$ cat src/pkg/dcp_pkg.sv
// Shared constants of the deviation clear block.
package dcp_pkg;

    // Register byte addresses.
    localparam logic [7:0] DCP_OFS_CLR_COND   = 8'h00;
    localparam logic [7:0] DCP_OFS_PHASE      = 8'h04;
    localparam logic [7:0] DCP_OFS_SOURCE     = 8'h08;
    localparam logic [7:0] DCP_OFS_ZPOL       = 8'h0C;
    localparam logic [7:0] DCP_OFS_DIV_NARROW = 8'h10;
    localparam logic [7:0] DCP_OFS_DIV_WIDE   = 8'h14;
    localparam logic [7:0] DCP_OFS_CLR_INPUT  = 8'h18;
    localparam logic [7:0] DCP_OFS_POS_ERROR  = 8'h1C;
    localparam logic [7:0] DCP_OFS_FB_POS     = 8'h20;
    localparam logic [7:0] DCP_OFS_STATUS     = 8'h24;

    // Reset values.
    localparam logic [15:0] DCP_RST_ZPOL       = 16'h0001;
    localparam logic [15:0] DCP_RST_DIV_NARROW = 16'h09C4;
    localparam logic [17:0] DCP_RST_DIV_WIDE   = 18'h00000;

    // Clear input configuration fields.
    localparam int DCP_CI_TERM_LSB = 0;
    localparam int DCP_CI_FUNC_LSB = 8;
    localparam int DCP_CI_SENSE    = 16;
    localparam int DCP_CI_EDGE_LSB = 17;
    localparam logic [7:0] DCP_FUNC_DEV_CLEAR = 8'h23;

    // Division counts.
    localparam logic [17:0] DCP_DIV_MIN        = 18'h00023;
    localparam logic [17:0] DCP_DIV_NARROW_MAX = 18'h07FFF;
    localparam int          DCP_DIV_WIDE_MAX   = 262143;

    // Output rate limits.
    localparam int DCP_CLK_HZ       = 125_000_000;
    localparam int DCP_QUAD_MAX_PPS = 2_000_000;
    localparam int DCP_OC_Z_MAX_PPS = 100_000;
    localparam int DCP_QUAD_EDGE_CYC =
        (DCP_CLK_HZ + 4 * DCP_QUAD_MAX_PPS - 1) / (4 * DCP_QUAD_MAX_PPS);
    localparam int DCP_OC_Z_CYC = (DCP_CLK_HZ + DCP_OC_Z_MAX_PPS - 1) / DCP_OC_Z_MAX_PPS;

    typedef enum logic [1:0] {
        DCP_CLR_NOT_RUN = 2'b00,
        DCP_CLR_FAULT   = 2'b01,
        DCP_CLR_INPUT   = 2'b10,
        DCP_CLR_RSVD    = 2'b11
    } dcp_clr_sel_t;

    typedef enum logic [1:0] {
        DCP_SRC_ENCODER = 2'b00,
        DCP_SRC_COMMAND = 2'b01,
        DCP_SRC_INHIBIT = 2'b10,
        DCP_SRC_RSVD    = 2'b11
    } dcp_src_t;

    typedef enum logic [1:0] {
        DCP_EDGE_LEVEL   = 2'b00,
        DCP_EDGE_RISING  = 2'b01,
        DCP_EDGE_FALLING = 2'b10,
        DCP_EDGE_RSVD    = 2'b11
    } dcp_edge_t;

endpackage : dcp_pkg

$ cat src/pkg/dcp_quad_if.sv
// Step stream and pin levels for the quadrature generator.
`timescale 1ns/10ps
`default_nettype none
interface dcp_quad_if;
    logic step;
    logic dir;
    logic index_arm;
    logic enable;
    logic phase_swap;
    logic a;
    logic b;
    logic z;

    modport src (output step, output dir, output index_arm, output enable,
                 output phase_swap, input a, input b, input z);
    modport gen (input step, input dir, input index_arm, input enable,
                 input phase_swap, output a, output b, output z);
endinterface : dcp_quad_if
`default_nettype wire

$ cat src/rtl/dcp_quad_gen.sv
// Rate-limited quadrature A/B/Z generator fed by single steps.
`timescale 1ns/10ps
`default_nettype none
module dcp_quad_gen
    import dcp_pkg::*;
#(
    parameter int PEND_W = 8
) (
    // Clock and reset.
    input  wire logic sys_clk,
    input  wire logic reset_n,
    // Step stream in, pin levels out.
    dcp_quad_if.gen   q
);

    localparam logic [PEND_W-1:0] PEND_MAX = {1'b0, {(PEND_W-1){1'b1}}};
    localparam logic [PEND_W-1:0] PEND_MIN = {1'b1, {(PEND_W-1){1'b0}}};
    localparam logic [7:0]        GAP_CYC  = 8'(DCP_QUAD_EDGE_CYC - 1);

    logic signed [PEND_W-1:0] pending;
    logic [7:0]               gap;
    logic [1:0]               phase;
    logic [2:0]               z_left;
    logic                     z_armed;
    logic                     emit;
    logic                     emit_fwd;
    logic [1:0]               next_phase;

    assign emit       = q.enable && (gap == 8'h00) && (pending != '0);
    assign emit_fwd   = !pending[PEND_W-1];
    assign next_phase = emit_fwd ? phase + 2'h1 : phase - 2'h1;

    // Steps beyond the counter range are dropped.
    always_ff @(posedge sys_clk or negedge reset_n) begin
        if (!reset_n) begin
            pending <= '0;
        end else if (!q.enable) begin
            pending <= '0;
        end else begin
            if (q.step && q.dir && !emit_fwd && emit) begin
                pending <= pending + PEND_W'(2);
            end else if (q.step && !q.dir && emit_fwd && emit) begin
                pending <= pending - PEND_W'(2);
            end else if (q.step && q.dir && !emit && pending != PEND_MAX) begin
                pending <= pending + PEND_W'(1);
            end else if (q.step && !q.dir && !emit && pending != PEND_MIN) begin
                pending <= pending - PEND_W'(1);
            end else if (emit && !(q.step && (q.dir == emit_fwd))) begin
                pending <= emit_fwd ? pending - PEND_W'(1) : pending + PEND_W'(1);
            end
        end
    end

    always_ff @(posedge sys_clk or negedge reset_n) begin
        if (!reset_n) begin
            gap <= 8'h00;
        end else if (emit) begin
            gap <= GAP_CYC;
        end else if (gap != 8'h00) begin
            gap <= gap - 8'h01;
        end
    end

    always_ff @(posedge sys_clk or negedge reset_n) begin
        if (!reset_n) begin
            phase <= 2'h0;
        end else if (emit) begin
            phase <= next_phase;
        end
    end

    // Index opens on the next step into phase 1, an A rise only going forward without swap, and lasts one full A/B period.
    always_ff @(posedge sys_clk or negedge reset_n) begin
        if (!reset_n) begin
            z_armed <= 1'b0;
            z_left  <= 3'h0;
        end else if (!q.enable) begin
            z_armed <= 1'b0;
            z_left  <= 3'h0;
        end else if (emit && z_armed && next_phase == 2'h1) begin
            z_armed <= q.index_arm;
            z_left  <= 3'h4;
        end else begin
            z_armed <= z_armed || q.index_arm;
            if (emit && z_left != 3'h0) begin
                z_left <= z_left - 3'h1;
            end
        end
    end

    // With the swap, B takes the A waveform so the lead reverses.
    always_comb begin
        logic a_raw;
        logic b_raw;
        a_raw = (phase == 2'h1) || (phase == 2'h2);
        b_raw = (phase == 2'h2) || (phase == 2'h3);
        q.a   = q.phase_swap ? b_raw : a_raw;
        q.b   = q.phase_swap ? a_raw : b_raw;
        q.z   = (z_left != 3'h0);
    end

endmodule : dcp_quad_gen
`default_nettype wire

$ cat src/rtl/dcp_top.sv
// Deviation clear and pulse output with an AHB-Lite slave.
//
// Overview of operation
// - Select 0 clears if off or not running.
// - Select 1 clears if off, faulted or warned.
// - Select 2 clears if off or input valid.
// - Clear input is a terminal at function 35.
// - Valid input clears; invalid does nothing.
// - Clear input may be edge sensitive.
// - Output shows command or feedback as quadrature.
// - Source 1 re-emits commands, 0 divides encoder.
// - Encoder mode emits count periods per turn.
// - Index once per turn, A aligned, one period.
// - Phase order 0 A leads forward; 1 swaps.
// - A/B/Z at most 2 Mpps, open collector 100 kpps.
// - Full closed loop makes the pins inputs.
// - Source 2 inhibits both output kinds.
// - Index polarity 0 active high, 1 active low.
// - Wide count below 35 uses narrow count.
`timescale 1ns/10ps
`default_nettype none
module dcp_top
    import dcp_pkg::*;
#(
    parameter int ENC_RES   = 1048576,
    parameter int N_TERM    = 9,
    parameter int PEND_W    = 8
) (
    // Clock and reset.
    input  wire logic        sys_clk,
    input  wire logic        reset_n,
    // AHB-Lite slave.
    input  wire logic        hsel,
    input  wire logic [31:0] haddr,
    input  wire logic [1:0]  htrans,
    input  wire logic        hwrite,
    input  wire logic [2:0]  hsize,
    input  wire logic [31:0] hwdata,
    input  wire logic        hready,
    output logic      [31:0] hrdata,
    output logic             hreadyout,
    output logic             hresp,
    // Servo state.
    input  wire logic        servo_enable,
    input  wire logic        servo_running,
    input  wire logic        servo_fault,
    input  wire logic        servo_warning,
    input  wire logic        full_closed_loop,
    // Digital input terminals.
    input  wire logic [N_TERM-1:0] di_terminal,
    // Position command pulses.
    input  wire logic        cmd_step,
    input  wire logic        cmd_dir,
    // Encoder feedback counts.
    input  wire logic        enc_step,
    input  wire logic        enc_dir,
    input  wire logic        enc_index,
    // Quadrature pins: input, output, active low enable.
    input  wire logic        quad_a_in,
    output logic             quad_a_out,
    output logic             quad_a_oe_n,
    input  wire logic        quad_b_in,
    output logic             quad_b_out,
    output logic             quad_b_oe_n,
    input  wire logic        index_in_differential,
    output logic             index_out_differential,
    output logic             index_out_differential_oe_n,
    // Open collector index pin.
    output logic             index_out_open_collector,
    output logic             index_out_open_collector_oe_n,
    // Deviation state.
    output logic             deviation_clear_active,
    output logic      [31:0] position_error
);

    if (ENC_RES < 4 * DCP_DIV_WIDE_MAX || ENC_RES > 1048576 || N_TERM < 1 || N_TERM > 16 ||
        PEND_W < 3) begin : g_chk
        $error("dcp_top: parameter out of range");
    end

    localparam logic [20:0] ENC_RES_W = 21'(ENC_RES);
    localparam logic [10:0] OC_GAP    = 11'(DCP_OC_Z_CYC - 1);

    function automatic logic [31:0] step_delta(input logic step, input logic dir);
        step_delta = !step ? 32'h0000_0000 : (dir ? 32'h0000_0001 : 32'hFFFF_FFFF);
    endfunction : step_delta

    function automatic logic pick_bit(input logic [N_TERM-1:0] v, input logic [3:0] idx);
        pick_bit = (32'(idx) < N_TERM) ? v[idx] : 1'b0;
    endfunction : pick_bit

    // Registers.
    dcp_clr_sel_t deviation_clear_condition;
    logic         pulse_output_phase_order;
    dcp_src_t     pulse_output_source;
    logic         z_polarity_select;
    logic [15:0]  narrow_division_count;
    logic [17:0]  wide_division_count;
    logic [18:0]  clear_input_config;

    // Bus phase capture.
    logic         dp_write;
    logic [7:0]   dp_addr;

    // Position state.
    logic [31:0]  cmd_pos;
    logic [31:0]  fb_pos;
    logic [31:0]  next_fb_pos;

    // Clear input.
    logic         term_level;
    logic         term_prev;
    logic         clr_input_valid;
    logic         clr_now;

    // Pulse output.
    logic [17:0]  division_count;
    logic [20:0]  div_acc;
    logic [20:0]  next_div_acc;
    logic         div_emit;
    logic [10:0]  oc_gap;
    logic         oc_z;
    logic         gen_z_prev;
    logic         z_level;

    dcp_quad_if   quad ();

    // Bus slave: zero wait, always OKAY.
    assign hreadyout = 1'b1;
    assign hresp     = 1'b0;

    always_ff @(posedge sys_clk or negedge reset_n) begin
        if (!reset_n) begin
            dp_write <= 1'b0;
            dp_addr  <= 8'h00;
        end else if (hready) begin
            dp_write <= hsel && htrans[1] && hwrite && (hsize == 3'h2) && (haddr[31:8] == 24'h0);
            dp_addr  <= haddr[7:0];
        end
    end

    always_ff @(posedge sys_clk or negedge reset_n) begin
        if (!reset_n) begin
            hrdata <= 32'h0000_0000;
        end else if (hready && hsel && htrans[1] && !hwrite) begin
            if (haddr[31:8] != 24'h0) begin
                hrdata <= 32'h0000_0000;
            end else begin
                unique case (haddr[7:0])
                    DCP_OFS_CLR_COND:   hrdata <= {30'h0, deviation_clear_condition};
                    DCP_OFS_PHASE:      hrdata <= {31'h0, pulse_output_phase_order};
                    DCP_OFS_SOURCE:     hrdata <= {30'h0, pulse_output_source};
                    DCP_OFS_ZPOL:       hrdata <= {31'h0, z_polarity_select};
                    DCP_OFS_DIV_NARROW: hrdata <= {16'h0, narrow_division_count};
                    DCP_OFS_DIV_WIDE:   hrdata <= {14'h0, wide_division_count};
                    DCP_OFS_CLR_INPUT:  hrdata <= {13'h0, clear_input_config};
                    DCP_OFS_POS_ERROR:  hrdata <= position_error;
                    DCP_OFS_FB_POS:     hrdata <= fb_pos;
                    DCP_OFS_STATUS:     hrdata <= {25'h0, index_in_differential, quad_b_in,
                                                   quad_a_in, full_closed_loop, term_level,
                                                   clr_input_valid, clr_now};
                    default:            hrdata <= 32'h0000_0000;
                endcase
            end
        end
    end

    // Configuration writes land in the data phase.
    always_ff @(posedge sys_clk or negedge reset_n) begin
        if (!reset_n) begin
            deviation_clear_condition <= DCP_CLR_NOT_RUN;
            pulse_output_phase_order  <= 1'b0;
            pulse_output_source       <= DCP_SRC_ENCODER;
            z_polarity_select         <= DCP_RST_ZPOL[0];
            narrow_division_count     <= DCP_RST_DIV_NARROW;
            wide_division_count       <= DCP_RST_DIV_WIDE;
            clear_input_config        <= 19'h0;
        end else if (dp_write) begin
            unique case (dp_addr)
                DCP_OFS_CLR_COND:   deviation_clear_condition <= dcp_clr_sel_t'(hwdata[1:0]);
                DCP_OFS_PHASE:      pulse_output_phase_order  <= hwdata[0];
                DCP_OFS_SOURCE:     pulse_output_source       <= dcp_src_t'(hwdata[1:0]);
                DCP_OFS_ZPOL:       z_polarity_select         <= hwdata[0];
                DCP_OFS_DIV_NARROW: narrow_division_count     <= hwdata[15:0];
                DCP_OFS_DIV_WIDE:   wide_division_count       <= hwdata[17:0];
                DCP_OFS_CLR_INPUT:  clear_input_config        <= hwdata[18:0];
                default:            ;
            endcase
        end
    end

    // Clear input from the mapped terminal.
    assign term_level = pick_bit(di_terminal,
                                 clear_input_config[DCP_CI_TERM_LSB +: 4]);

    always_ff @(posedge sys_clk or negedge reset_n) begin
        if (!reset_n) begin
            term_prev <= 1'b0;
        end else begin
            term_prev <= term_level;
        end
    end

    always_comb begin
        logic mapped;
        logic sense;
        mapped = (clear_input_config[DCP_CI_FUNC_LSB +: 8] == DCP_FUNC_DEV_CLEAR);
        sense  = clear_input_config[DCP_CI_SENSE];
        unique case (dcp_edge_t'(clear_input_config[DCP_CI_EDGE_LSB +: 2]))
            DCP_EDGE_RISING:  clr_input_valid = mapped && term_level && !term_prev;
            DCP_EDGE_FALLING: clr_input_valid = mapped && !term_level && term_prev;
            default:          clr_input_valid = mapped && (term_level == sense);
        endcase
    end

    // A reserved select behaves as select 0.
    always_comb begin
        unique case (deviation_clear_condition)
            DCP_CLR_FAULT: clr_now = !servo_enable || servo_fault || servo_warning;
            DCP_CLR_INPUT: clr_now = !servo_enable || clr_input_valid;
            default:       clr_now = !servo_enable || !servo_running;
        endcase
    end

    assign deviation_clear_active = clr_now;

    // Positions in encoder units; the error is command minus feedback.
    assign next_fb_pos = fb_pos + step_delta(enc_step, enc_dir);

    always_ff @(posedge sys_clk or negedge reset_n) begin
        if (!reset_n) begin
            fb_pos <= 32'h0000_0000;
        end else begin
            fb_pos <= next_fb_pos;
        end
    end

    // Taking this cycle's feedback step keeps the error at zero after a clear.
    always_ff @(posedge sys_clk or negedge reset_n) begin
        if (!reset_n) begin
            cmd_pos <= 32'h0000_0000;
        end else if (clr_now) begin
            cmd_pos <= next_fb_pos;
        end else begin
            cmd_pos <= cmd_pos + step_delta(cmd_step, cmd_dir);
        end
    end

    always_ff @(posedge sys_clk or negedge reset_n) begin
        if (!reset_n) begin
            position_error <= 32'h0000_0000;
        end else if (clr_now) begin
            position_error <= 32'h0000_0000;
        end else begin
            position_error <= cmd_pos + step_delta(cmd_step, cmd_dir) - next_fb_pos;
        end
    end

    // Narrow count clamped to its range unless the wide one is set.
    always_comb begin
        logic [17:0] narrow;
        narrow = {2'h0, narrow_division_count};
        if (narrow < DCP_DIV_MIN) begin
            narrow = DCP_DIV_MIN;
        end else if (narrow > DCP_DIV_NARROW_MAX) begin
            narrow = DCP_DIV_NARROW_MAX;
        end
        division_count = (wide_division_count < DCP_DIV_MIN) ? narrow
                                                             : wide_division_count;
    end

    // Each encoder count adds four times the division count; a full turn wraps.
    always_comb begin
        logic [20:0] sum;
        sum          = div_acc + {1'b0, division_count, 2'b00};
        div_emit     = enc_step && (sum >= ENC_RES_W);
        next_div_acc = div_emit ? sum - ENC_RES_W : sum;
    end

    always_ff @(posedge sys_clk or negedge reset_n) begin
        if (!reset_n) begin
            div_acc <= 21'h0;
        end else if (pulse_output_source != DCP_SRC_ENCODER) begin
            div_acc <= 21'h0;
        end else if (enc_step) begin
            div_acc <= next_div_acc;
        end
    end

    // Source select feeds the generator.
    always_comb begin
        quad.enable     = !full_closed_loop && (pulse_output_source == DCP_SRC_ENCODER ||
                          pulse_output_source == DCP_SRC_COMMAND);
        quad.phase_swap = pulse_output_phase_order;
        unique case (pulse_output_source)
            DCP_SRC_ENCODER: begin
                quad.step      = div_emit;
                quad.dir       = enc_dir;
                quad.index_arm = enc_index;
            end
            DCP_SRC_COMMAND: begin
                quad.step      = cmd_step;
                quad.dir       = cmd_dir;
                quad.index_arm = 1'b0;
            end
            default: begin
                quad.step      = 1'b0;
                quad.dir       = 1'b0;
                quad.index_arm = 1'b0;
            end
        endcase
    end

    dcp_quad_gen #(
        .PEND_W  (PEND_W)
    ) u_gen (
        .sys_clk (sys_clk),
        .reset_n (reset_n),
        .q       (quad)
    );

    // The slow pin only starts when its own spacing allows.
    always_ff @(posedge sys_clk or negedge reset_n) begin
        if (!reset_n) begin
            gen_z_prev <= 1'b0;
            oc_gap     <= 11'h0;
            oc_z       <= 1'b0;
        end else begin
            gen_z_prev <= quad.z;
            if (quad.z && !gen_z_prev && oc_gap == 11'h0) begin
                oc_z   <= 1'b1;
                oc_gap <= OC_GAP;
            end else begin
                if (!quad.z) begin
                    oc_z <= 1'b0;
                end
                if (oc_gap != 11'h0) begin
                    oc_gap <= oc_gap - 11'h1;
                end
            end
        end
    end

    // In full closed loop the pins turn into scale inputs.
    assign z_level = z_polarity_select ? !quad.z : quad.z;

    always_ff @(posedge sys_clk or negedge reset_n) begin
        if (!reset_n) begin
            quad_a_out                    <= 1'b0;
            quad_b_out                    <= 1'b0;
            index_out_differential        <= 1'b0;
            quad_a_oe_n                   <= 1'b1;
            quad_b_oe_n                   <= 1'b1;
            index_out_differential_oe_n   <= 1'b1;
            index_out_open_collector_oe_n <= 1'b1;
        end else begin
            quad_a_out                    <= quad.a;
            quad_b_out                    <= quad.b;
            index_out_differential        <= z_level;
            quad_a_oe_n                   <= full_closed_loop;
            quad_b_oe_n                   <= full_closed_loop;
            index_out_differential_oe_n   <= full_closed_loop;
            index_out_open_collector_oe_n <= full_closed_loop ||
                                             !(z_polarity_select ? oc_z : !oc_z);
        end
    end

    // Open collector only pulls low; released means high.
    assign index_out_open_collector = 1'b0;

endmodule : dcp_top
`default_nettype wire

$ cat config.mk
export PLATFORM = sky130hd
export DESIGN_NAME = dcp_top
export DESIGN_NICKNAME = d
export VERILOG_FILES = /design/src/pkg/dcp_pkg.sv /design/src/pkg/dcp_quad_if.sv /design/src/rtl/dcp_quad_gen.sv /design/src/rtl/dcp_top.sv
export SDC_FILE = /design/constraint.sdc
export NUM_CORES = 1
export LEC_CHECK = 0
export ABC_AREA = 0
export BUFFER_PORTS_ARGS = -buffer_cell sky130_fd_sc_hd__clkbuf_2
export CORE_MARGIN = 4
export CORE_UTILIZATION = 50
export CTS_CLUSTER_DIAMETER = 100
export DETAILED_ROUTE_END_ITERATION = 8
export GPL_TIMING_DRIVEN = 0
export PLACE_DENSITY_LB_ADDON = 0.05
export REMOVE_ABC_BUFFERS = 1
export SLEW_MARGIN = 0
export SYNTH_ARGS = -nofsm -noshare
export SYNTH_HDL_FRONTEND = slang
export SYNTH_SLANG_ARGS = --single-unit
$ cat constraint.sdc
create_clock -name sys_clk -period 8.2 [get_ports sys_clk]
set_clock_uncertainty 0.1 [all_clocks]
set_input_delay 2.05 -clock sys_clk [delete_from_list [all_inputs] [get_ports sys_clk]]
set_output_delay 2.05 -clock sys_clk [all_outputs]
set_load 0.005 [all_outputs]
### Word-level counts from Yosys, hierarchy flattened

Cells that the tools add are included.

* add/subtract/negate cells: 14
* magnitude comparators: 6
* eq/ne operators: 33
* multiplexer cells: 45
* reductions and logical operators: 78

Operator list (number)
* one-hot mux 32 bit (10 select lines): 1
* 2-to-1 mux 32 bit: 7
* 2-to-1 mux 8 bit: 9
* adder 32 bit: 2
* 2-to-1 mux 21 bit: 3
* equality test 8 x 5 -> 1 bit (second input constant): 7
* logical AND 1 bit: 33
* equality test 8 x 4 -> 1 bit (second input constant): 4
* 2-to-1 mux 16 bit: 2
* subtractor 32 bit: 1
* equality test 8 x 6 -> 1 bit (second input constant): 3
* logical NOT 24 bit: 1
* logical NOT 8 bit: 3
* nonzero test 24 bit: 1
* 2-to-1 mux 11 bit: 2
* adder 21 x 20 -> 21 bit: 1
* >= comparator 21 bit (second input constant): 1
* subtractor 21 bit (second input constant): 1
* less-than comparator 18 x 6 -> 1 bit (second input constant): 1
* 2-to-1 mux 18 bit: 1
* equality test 8 x 3 -> 1 bit (second input constant): 2
* greater-than comparator 16 x 15 -> 1 bit (second input constant): 1
* less-than comparator 16 x 6 -> 1 bit (second input constant): 1
* nonzero test 8 bit: 2
* other kinds (33): 86

* register bits after elaboration: 258
* bits of input ports: 96
* output and inout port bits: 75

### Longest topological paths before layout

* depth after elaboration: 17
* gate-level depth with buffers: 25
* depth with buffers taken out: 24

### Hierarchy

A second synthesis with hierarchy kept.

* cells, all modules: 1731
* area, all modules: 16674.7 sq um

Modules (own cells, without submodules)
* dcp_top: times used 1, cells an instance 1514, area each 14833.0 sq um, sequential area each 5865.6 sq um
* dcp_quad_gen: times used 1, cells an instance 217, area each 1841.8 sq um, sequential area each 550.5 sq um

### Worst setup path before layout

Ideal clock, no wire load.

* kind: input to register
* start: in enc_step
* end: reg position_error[31]
* setup time: 72 ps
* arrival: 7819 ps
* required time: 8028 ps
* path slack: 208 ps
* stages: 24
* cells stage by stage: buf_2 inv_1 nor2_1 ha_1 a21o_1 a21oi_1 o21bai_1 a2111oi_0 nor2_1 a211oi_1 o21bai_1 a21o_1 xor2_1 inv_1 ha_1 nand3_1 nor2_1 nand3_1 or3_1 a31oi_1 nor2_1 a21oi_1 xnor3_1 nor2_1

* word-level cells in the longest chain between the ends: 4

RTL lines
* from (decl): RTL line dcp_top.sv:55 `input wire logic enc_step,`
* 2-to-1 mux 32 bit: RTL line dcp_top.sv:85 `step_delta = !step ? 32'h0000_0000 : (dir ? 32'h0000_0001 : 32'hFFFF_FFFF);`
* adder 32 bit: RTL line dcp_top.sv:228 `assign next_fb_pos = fb_pos + step_delta(enc_step, enc_dir);`
* via next_fb_pos[24]: RTL line dcp_top.sv:108 `logic [31:0] next_fb_pos;`
* subtractor 32 bit: RTL line dcp_top.sv:255 `position_error <= cmd_pos + step_delta(cmd_step, cmd_dir) - next_fb_pos;`
* 2-to-1 mux 32 bit: RTL line dcp_top.sv:252 `end else if (clr_now) begin`
* to (signal assigned): RTL line dcp_top.sv:255
* to (decl): RTL line dcp_top.sv:73 `output logic [31:0] position_error`

The timed path passes the listed nets, and every way through them passes these cells.
A chain may end at the register's enable or synchronous reset.

### Worst setup path after layout

* start: in di_terminal[3]
* end: out deviation_clear_active

* word-level cells in the longest chain between the ends: 9
* elaborated cells on any way between the ends: 13
* classes of those cells: eq/ne: 1; mux: 5; reduce/logical: 7

RTL lines
* from (decl): RTL line dcp_top.sv:50 `input wire logic [N_TERM-1:0] di_terminal,`
* binary-select mux 1 bit (select 4 bit) *: RTL line dcp_top.sv:89 `pick_bit = (32'(idx) < N_TERM) ? v[idx] : 1'b0;`
* 2-to-1 mux 1 bit (implied by the code) *: RTL line dcp_top.sv:89
* 2-to-1 mux 1 bit *: RTL line dcp_top.sv:89
* via term_level: RTL line dcp_top.sv:111 `logic term_level;`
* logical NOT 1 bit: RTL line dcp_top.sv:211 `DCP_EDGE_FALLING: clr_input_valid = mapped && !term_level && term_prev;`
* logical AND 1 bit (2 in series): RTL line dcp_top.sv:211
* one-hot mux 1 bit (2 select lines) *: RTL line dcp_top.sv:209 `unique case (dcp_edge_t'(clear_input_config[DCP_CI_EDGE_LSB +: 2]))`
* logical OR 1 bit *: RTL line dcp_top.sv:220 `DCP_CLR_INPUT: clr_now = !servo_enable || clr_input_valid;`
* one-hot mux 1 bit (2 select lines) *: RTL line dcp_top.sv:218 `unique case (deviation_clear_condition)`
* to (decl): RTL line dcp_top.sv:72 `output logic deviation_clear_active,`

The timed path passes the listed nets; every way through them passes the cells marked *. The select of a mux whose other input is x is not followed.

==> impl_metrics.py <==
metrics = {
    "status": {
        "outcome": "completed",
    },
    "detailed_routing": {
        "wl_um": 46300,
        "drtAntennaViolNets": 0,
        "remaining_drc_errors": 0,
        "initialDrtViolationCount": 1022,
        "routed-via-count": 13900,
        "viasPerCell": 5.85,
        "dr.pass1.iters": 5,
        "avgRoutedWirePerCell_um": 19.5,
    },
    "clocking": {
        "cts.clk_slew.worst_paths_ns": 0.05,
        "cts_sinks": 256,
        "numCtsBuffers": 30,
        "cts_tree": "yes",
        "cts-root-buf": "clkbuf_16",
        "clock_path_buffers": 3,
        "clk-insertion-delay-late_ns": 0.57,
        "htreeDepth": 1,
        "ctsHoldBuffers": 0,
    },
    "power": {
        "power.density_mw_per_mm2": 427,
        "vdd_drop_max_mv": 0.260,
        "power.leakage_nw": 8.90,
    },
    "min_path": {
        "worstHoldStart": "oc_gap[3]$_DFFE_PN0P_",
        "worst_hold_path.num_cells": 1,
        "worstHoldEndpoint": "oc_gap[3]$_DFFE_PN0P_",
        "hold_path.class": "reg2reg",
    },
    "synth": {
        "synthArstFlopShare": 1.00,
        "synth_enable_flop_cells": 0,
        "synth_largest_area_cell": "dfrtp_1",
        "syn_inst": 1777,
        "yosys_warnings": 0,
        "ys_ff_latch": 256,
        "synth-main-ff-cell": "dfrtp_1",
        "synth_top_area_share": 0.373,
        "synth_area_mm2": 0.0166,
        "yosysSeqAreaShare": 0.386,
        "synth.distinct_cells": 80,
        "postSynthAreaPerCell_um2": 9.36,
        "synthTopCellsByArea": "dfrtp_1 (37%), ha_1 (9.4%), mux2_2 (5.8%), a21oi_1 (4.1%), xnor2_1 (4.1%)",
    },
    "sta": {
        "hold_ws_ns": 0.370,
        "slew_viol_final": 0,
        "hold_viol": 0,
        "tightestPinTransition_ns": 1.15,
        "setup_violations": 0,
        "rsz0062_at_grt": "no",
        "fmax_mhz": 129,
        "fin_crit_sh": 0.945,
        "finalCriticalPeriod_ns": 7.75,
        "slew_headroom": 0.230,
    },
    "global_routing": {
        "grt_use_met1": 0.358,
        "antenna_found_initial": 0,
        "grt_max_degree": 100,
        "grtUsageMet2": 0.408,
        "busiest_layer": "met2",
        "grt_pass1_wl_um": 73200,
        "grtUsageMet3": 0.0337,
        "first_global_vias": 13500,
        "grt_overflow": 0,
        "grt_usage": 0.250,
    },
    "finish": {
        "final_util": 0.578,
        "layout-drive-gt1-share": 0.179,
        "synthToLayoutAreaGrowth_pct": 13.6,
        "finalNetCount": 2138,
        "antennaDiodeCount": 0,
    },
    "setup_path": {
        "r2r_start": "fb_pos[0]$_DFF_PN0_",
        "path_buf_inv": 3,
        "worstPathRequired_ns": 6.05,
        "reg2reg_slack_ns": 2.23,
        "critical_path.top_delay_family": "compound AO/OA/AOI/OAI gates",
        "reg2reg_depth": 22,
        "crit_fanout": 44,
        "r2r-end": "position_error[31]$_DFF_PN0_",
        "path_cells": "clkbuf_2 -> mux4_2 -> mux2i_1 -> o21ai_1 -> xor2_1 -> nand2_1 -> o2111ai_1 -> and4b_1 -> a311o_2 -> inv_2 -> clkbuf_2",
        "crit_type": "in2out",
        "cp.arrival_ns": 5.60,
        "cp_slowest_stage_delay_ns": 0.76,
        "cp-end-kind": "primary output",
        "crit_path_frequent_cell": "clkbuf_2",
        "slowest_stage": "inv_2",
        "startpoint_type": "input pin",
    },
    "flow_run": {
        "cap_violations": 0,
    },
    "placement": {
        "gp_congestion": 0.919,
        "portBuffers": 153,
        "post-dp-hpwl_um": 34400,
    },
    "floorplan": {
        "initial_utilization": 0.509,
        "fp.coreArea_mm2": 0.0327,
        "rows": 66,
        "ios": 171,
        "dieArea_mm2": 0.0363,
        "die_h_um": 190,
        "chipWidth_um": 190,
    },
}
==> power breakdown <==
part / internal (mW) / switching (mW) / leakage (nW)
Clock: 0.762 / 0.545 / 0.471
Combinational: 2.09 / 2.75 / 5.27
Sequential: 1.63 / 0.284 / 3.16
==> worst max path at each step <==
stage                     depth (start not counted)            from                           end  slack (ns)
after floorplan                                  23        enc_step  position_error[31]$_DFF_PN0_        0.34
after global placement                           24        enc_step  position_error[31]$_DFF_PN0_       -2.43
after detailed placement                         24        enc_step  position_error[31]$_DFF_PN0_       -1.09
after CTS                                        24        enc_step  position_error[31]$_DFF_PN0_        0.22
after global routing                             25        enc_step  position_error[31]$_DFF_PN0_        0.01
final                                            11  di_terminal[3]        deviation_clear_active        0.45
==> worst register-to-register path: stages (launching register included) <==
cell and delay, ns:
dfrtp_1 0.39, ha_1 0.25, fa_1 0.43, a21o_1 0.19
a21oi_1 0.22, o21bai_1 0.11, a2111oi_1 0.76, nor2_1 0.28
a211oi_1 0.36, o21bai_1 0.11, a21o_1 0.19, xor2_1 0.27
inv_1 0.08, ha_1 0.40, nand3_1 0.16, nor2_1 0.20
nand3_1 0.12, or3_1 0.41, a31oi_1 0.28, nor2_1 0.09
a21oi_1 0.15, xnor3_1 0.22, nor2_1 0.11
==> registers in the layout, summed over array words and instances (netlist names), 2 cells and up <==
| signal | count |
|---|---|
| div_acc | 19 |
| u_gen.gap | 8 |
| u_gen.phase | 2 |
| hrdata | 32 |
| cmd_pos | 32 |
| narrow_division_count | 16 |
| u_gen.z_left | 3 |
| deviation_clear_condition | 2 |
| dp_addr | 8 |
| position_error | 32 |
| pulse_output_source | 2 |
| oc_gap | 11 |
| u_gen.pending | 8 |
| wide_division_count | 18 |
| fb_pos | 32 |
| clear_input_config | 19 |
==> stage by stage <==
stage	std cells	TNS, ns	cell area (µm²)	setup WS (ns)	total power, mW
2_1_floorplan	1712	0	16400	0.342	5.62
3_3_place_gp	2307	-175.94	17700	-2.43	6.63
3_5_place_dp	2316	-9.58	17900	-1.09	6.70
4_1_cts	2372	0	18900	0.222	8.06
5_1_grt	2376	0	18900	0.0129	8.77
6_report	2376	0	18900	0.450	8.06
==> layout by cell type (no fill, tap or decap), types with 8 or more instances in the layout <==
cell type / synthesis / routed
dfrtp_1: 248 / 248
nor2_1: 168 / 164
clkbuf_2: 0 / 151
a21oi_1: 136 / 136
nand2_1: 132 / 132
ha_1: 125 / 125
o21ai_0: 95 / 95
mux2_2: 85 / 85
xnor2_1: 77 / 77
inv_1: 77 / 76
a21o_1: 65 / 65
nand3_1: 42 / 42
nor3_1: 37 / 35
a22oi_1: 35 / 35
o21bai_1: 31 / 31
xor2_1: 31 / 31
clkbuf_16: 0 / 31
nand2b_1: 19 / 19
mux2i_1: 19 / 19
nor4_1: 19 / 18
nand4_1: 17 / 17
a31oi_1: 17 / 17
or3_1: 15 / 15
a211oi_1: 14 / 14
a222oi_1: 14 / 14
and3_1: 13 / 13
o21a_1: 13 / 13
or2_2: 11 / 11
and2_1: 11 / 11
a221oi_1: 11 / 11
o31ai_1: 11 / 11
nor2b_1: 10 / 9
nor3b_1: 9 / 9
clkinv_2: 0 / 8
dfstp_2: 8 / 8
==> final cells by class <==
type	instances	area, µm²
clock buffers	42	867
clock inverters	11	85.1
fillers	2969	13800
inverters	78	297
multi-input cells	1379	9710
flip-flops and latches	256	6420
well taps	442	553
repair buffers	168	966
==> cells by family after synthesis <==
| logic type | synth area share |
|---|---|
| compound gates | 0.196 |
| fa+ha+maj | 0.0988 |
| other cells | 0.000451 |
| buf+inv | 0.0342 |
| mux | 0.0744 |
| flops | 0.386 |
| xor+xnor | 0.0582 |
| simple gates | 0.152 |
==> metal layers <==
layer  vias to the layer above  wire length (µm)
li1                       6748                 -
met1                      6755             21400
met2                       340             21500
met3                        67              2330
met4                         0               982
met5                         -                 0
==> synthesized netlist by cell type (31+ instances only) <==
cell and n:
dfrtp_1 248, nor2_1 168, a21oi_1 136, nand2_1 132
ha_1 125, o21ai_0 95, mux2_2 85, inv_1 77
xnor2_1 77, a21o_1 65, clkbuf_1 55, nand3_1 42
nor3_1 37, a22oi_1 35, o21bai_1 31, xor2_1 31
==> what timing repair did <==
action / in CTS / in global routing
cloned: 1 / 0
endpoints found under the hold margin: 0 / 0
resized for setup: 1 / 2
setup buffers: 2 / 4
endpoints found under the setup margin: 9 / 2
pin swaps: 1 / 0
Power figures use the tool's default switching activity.
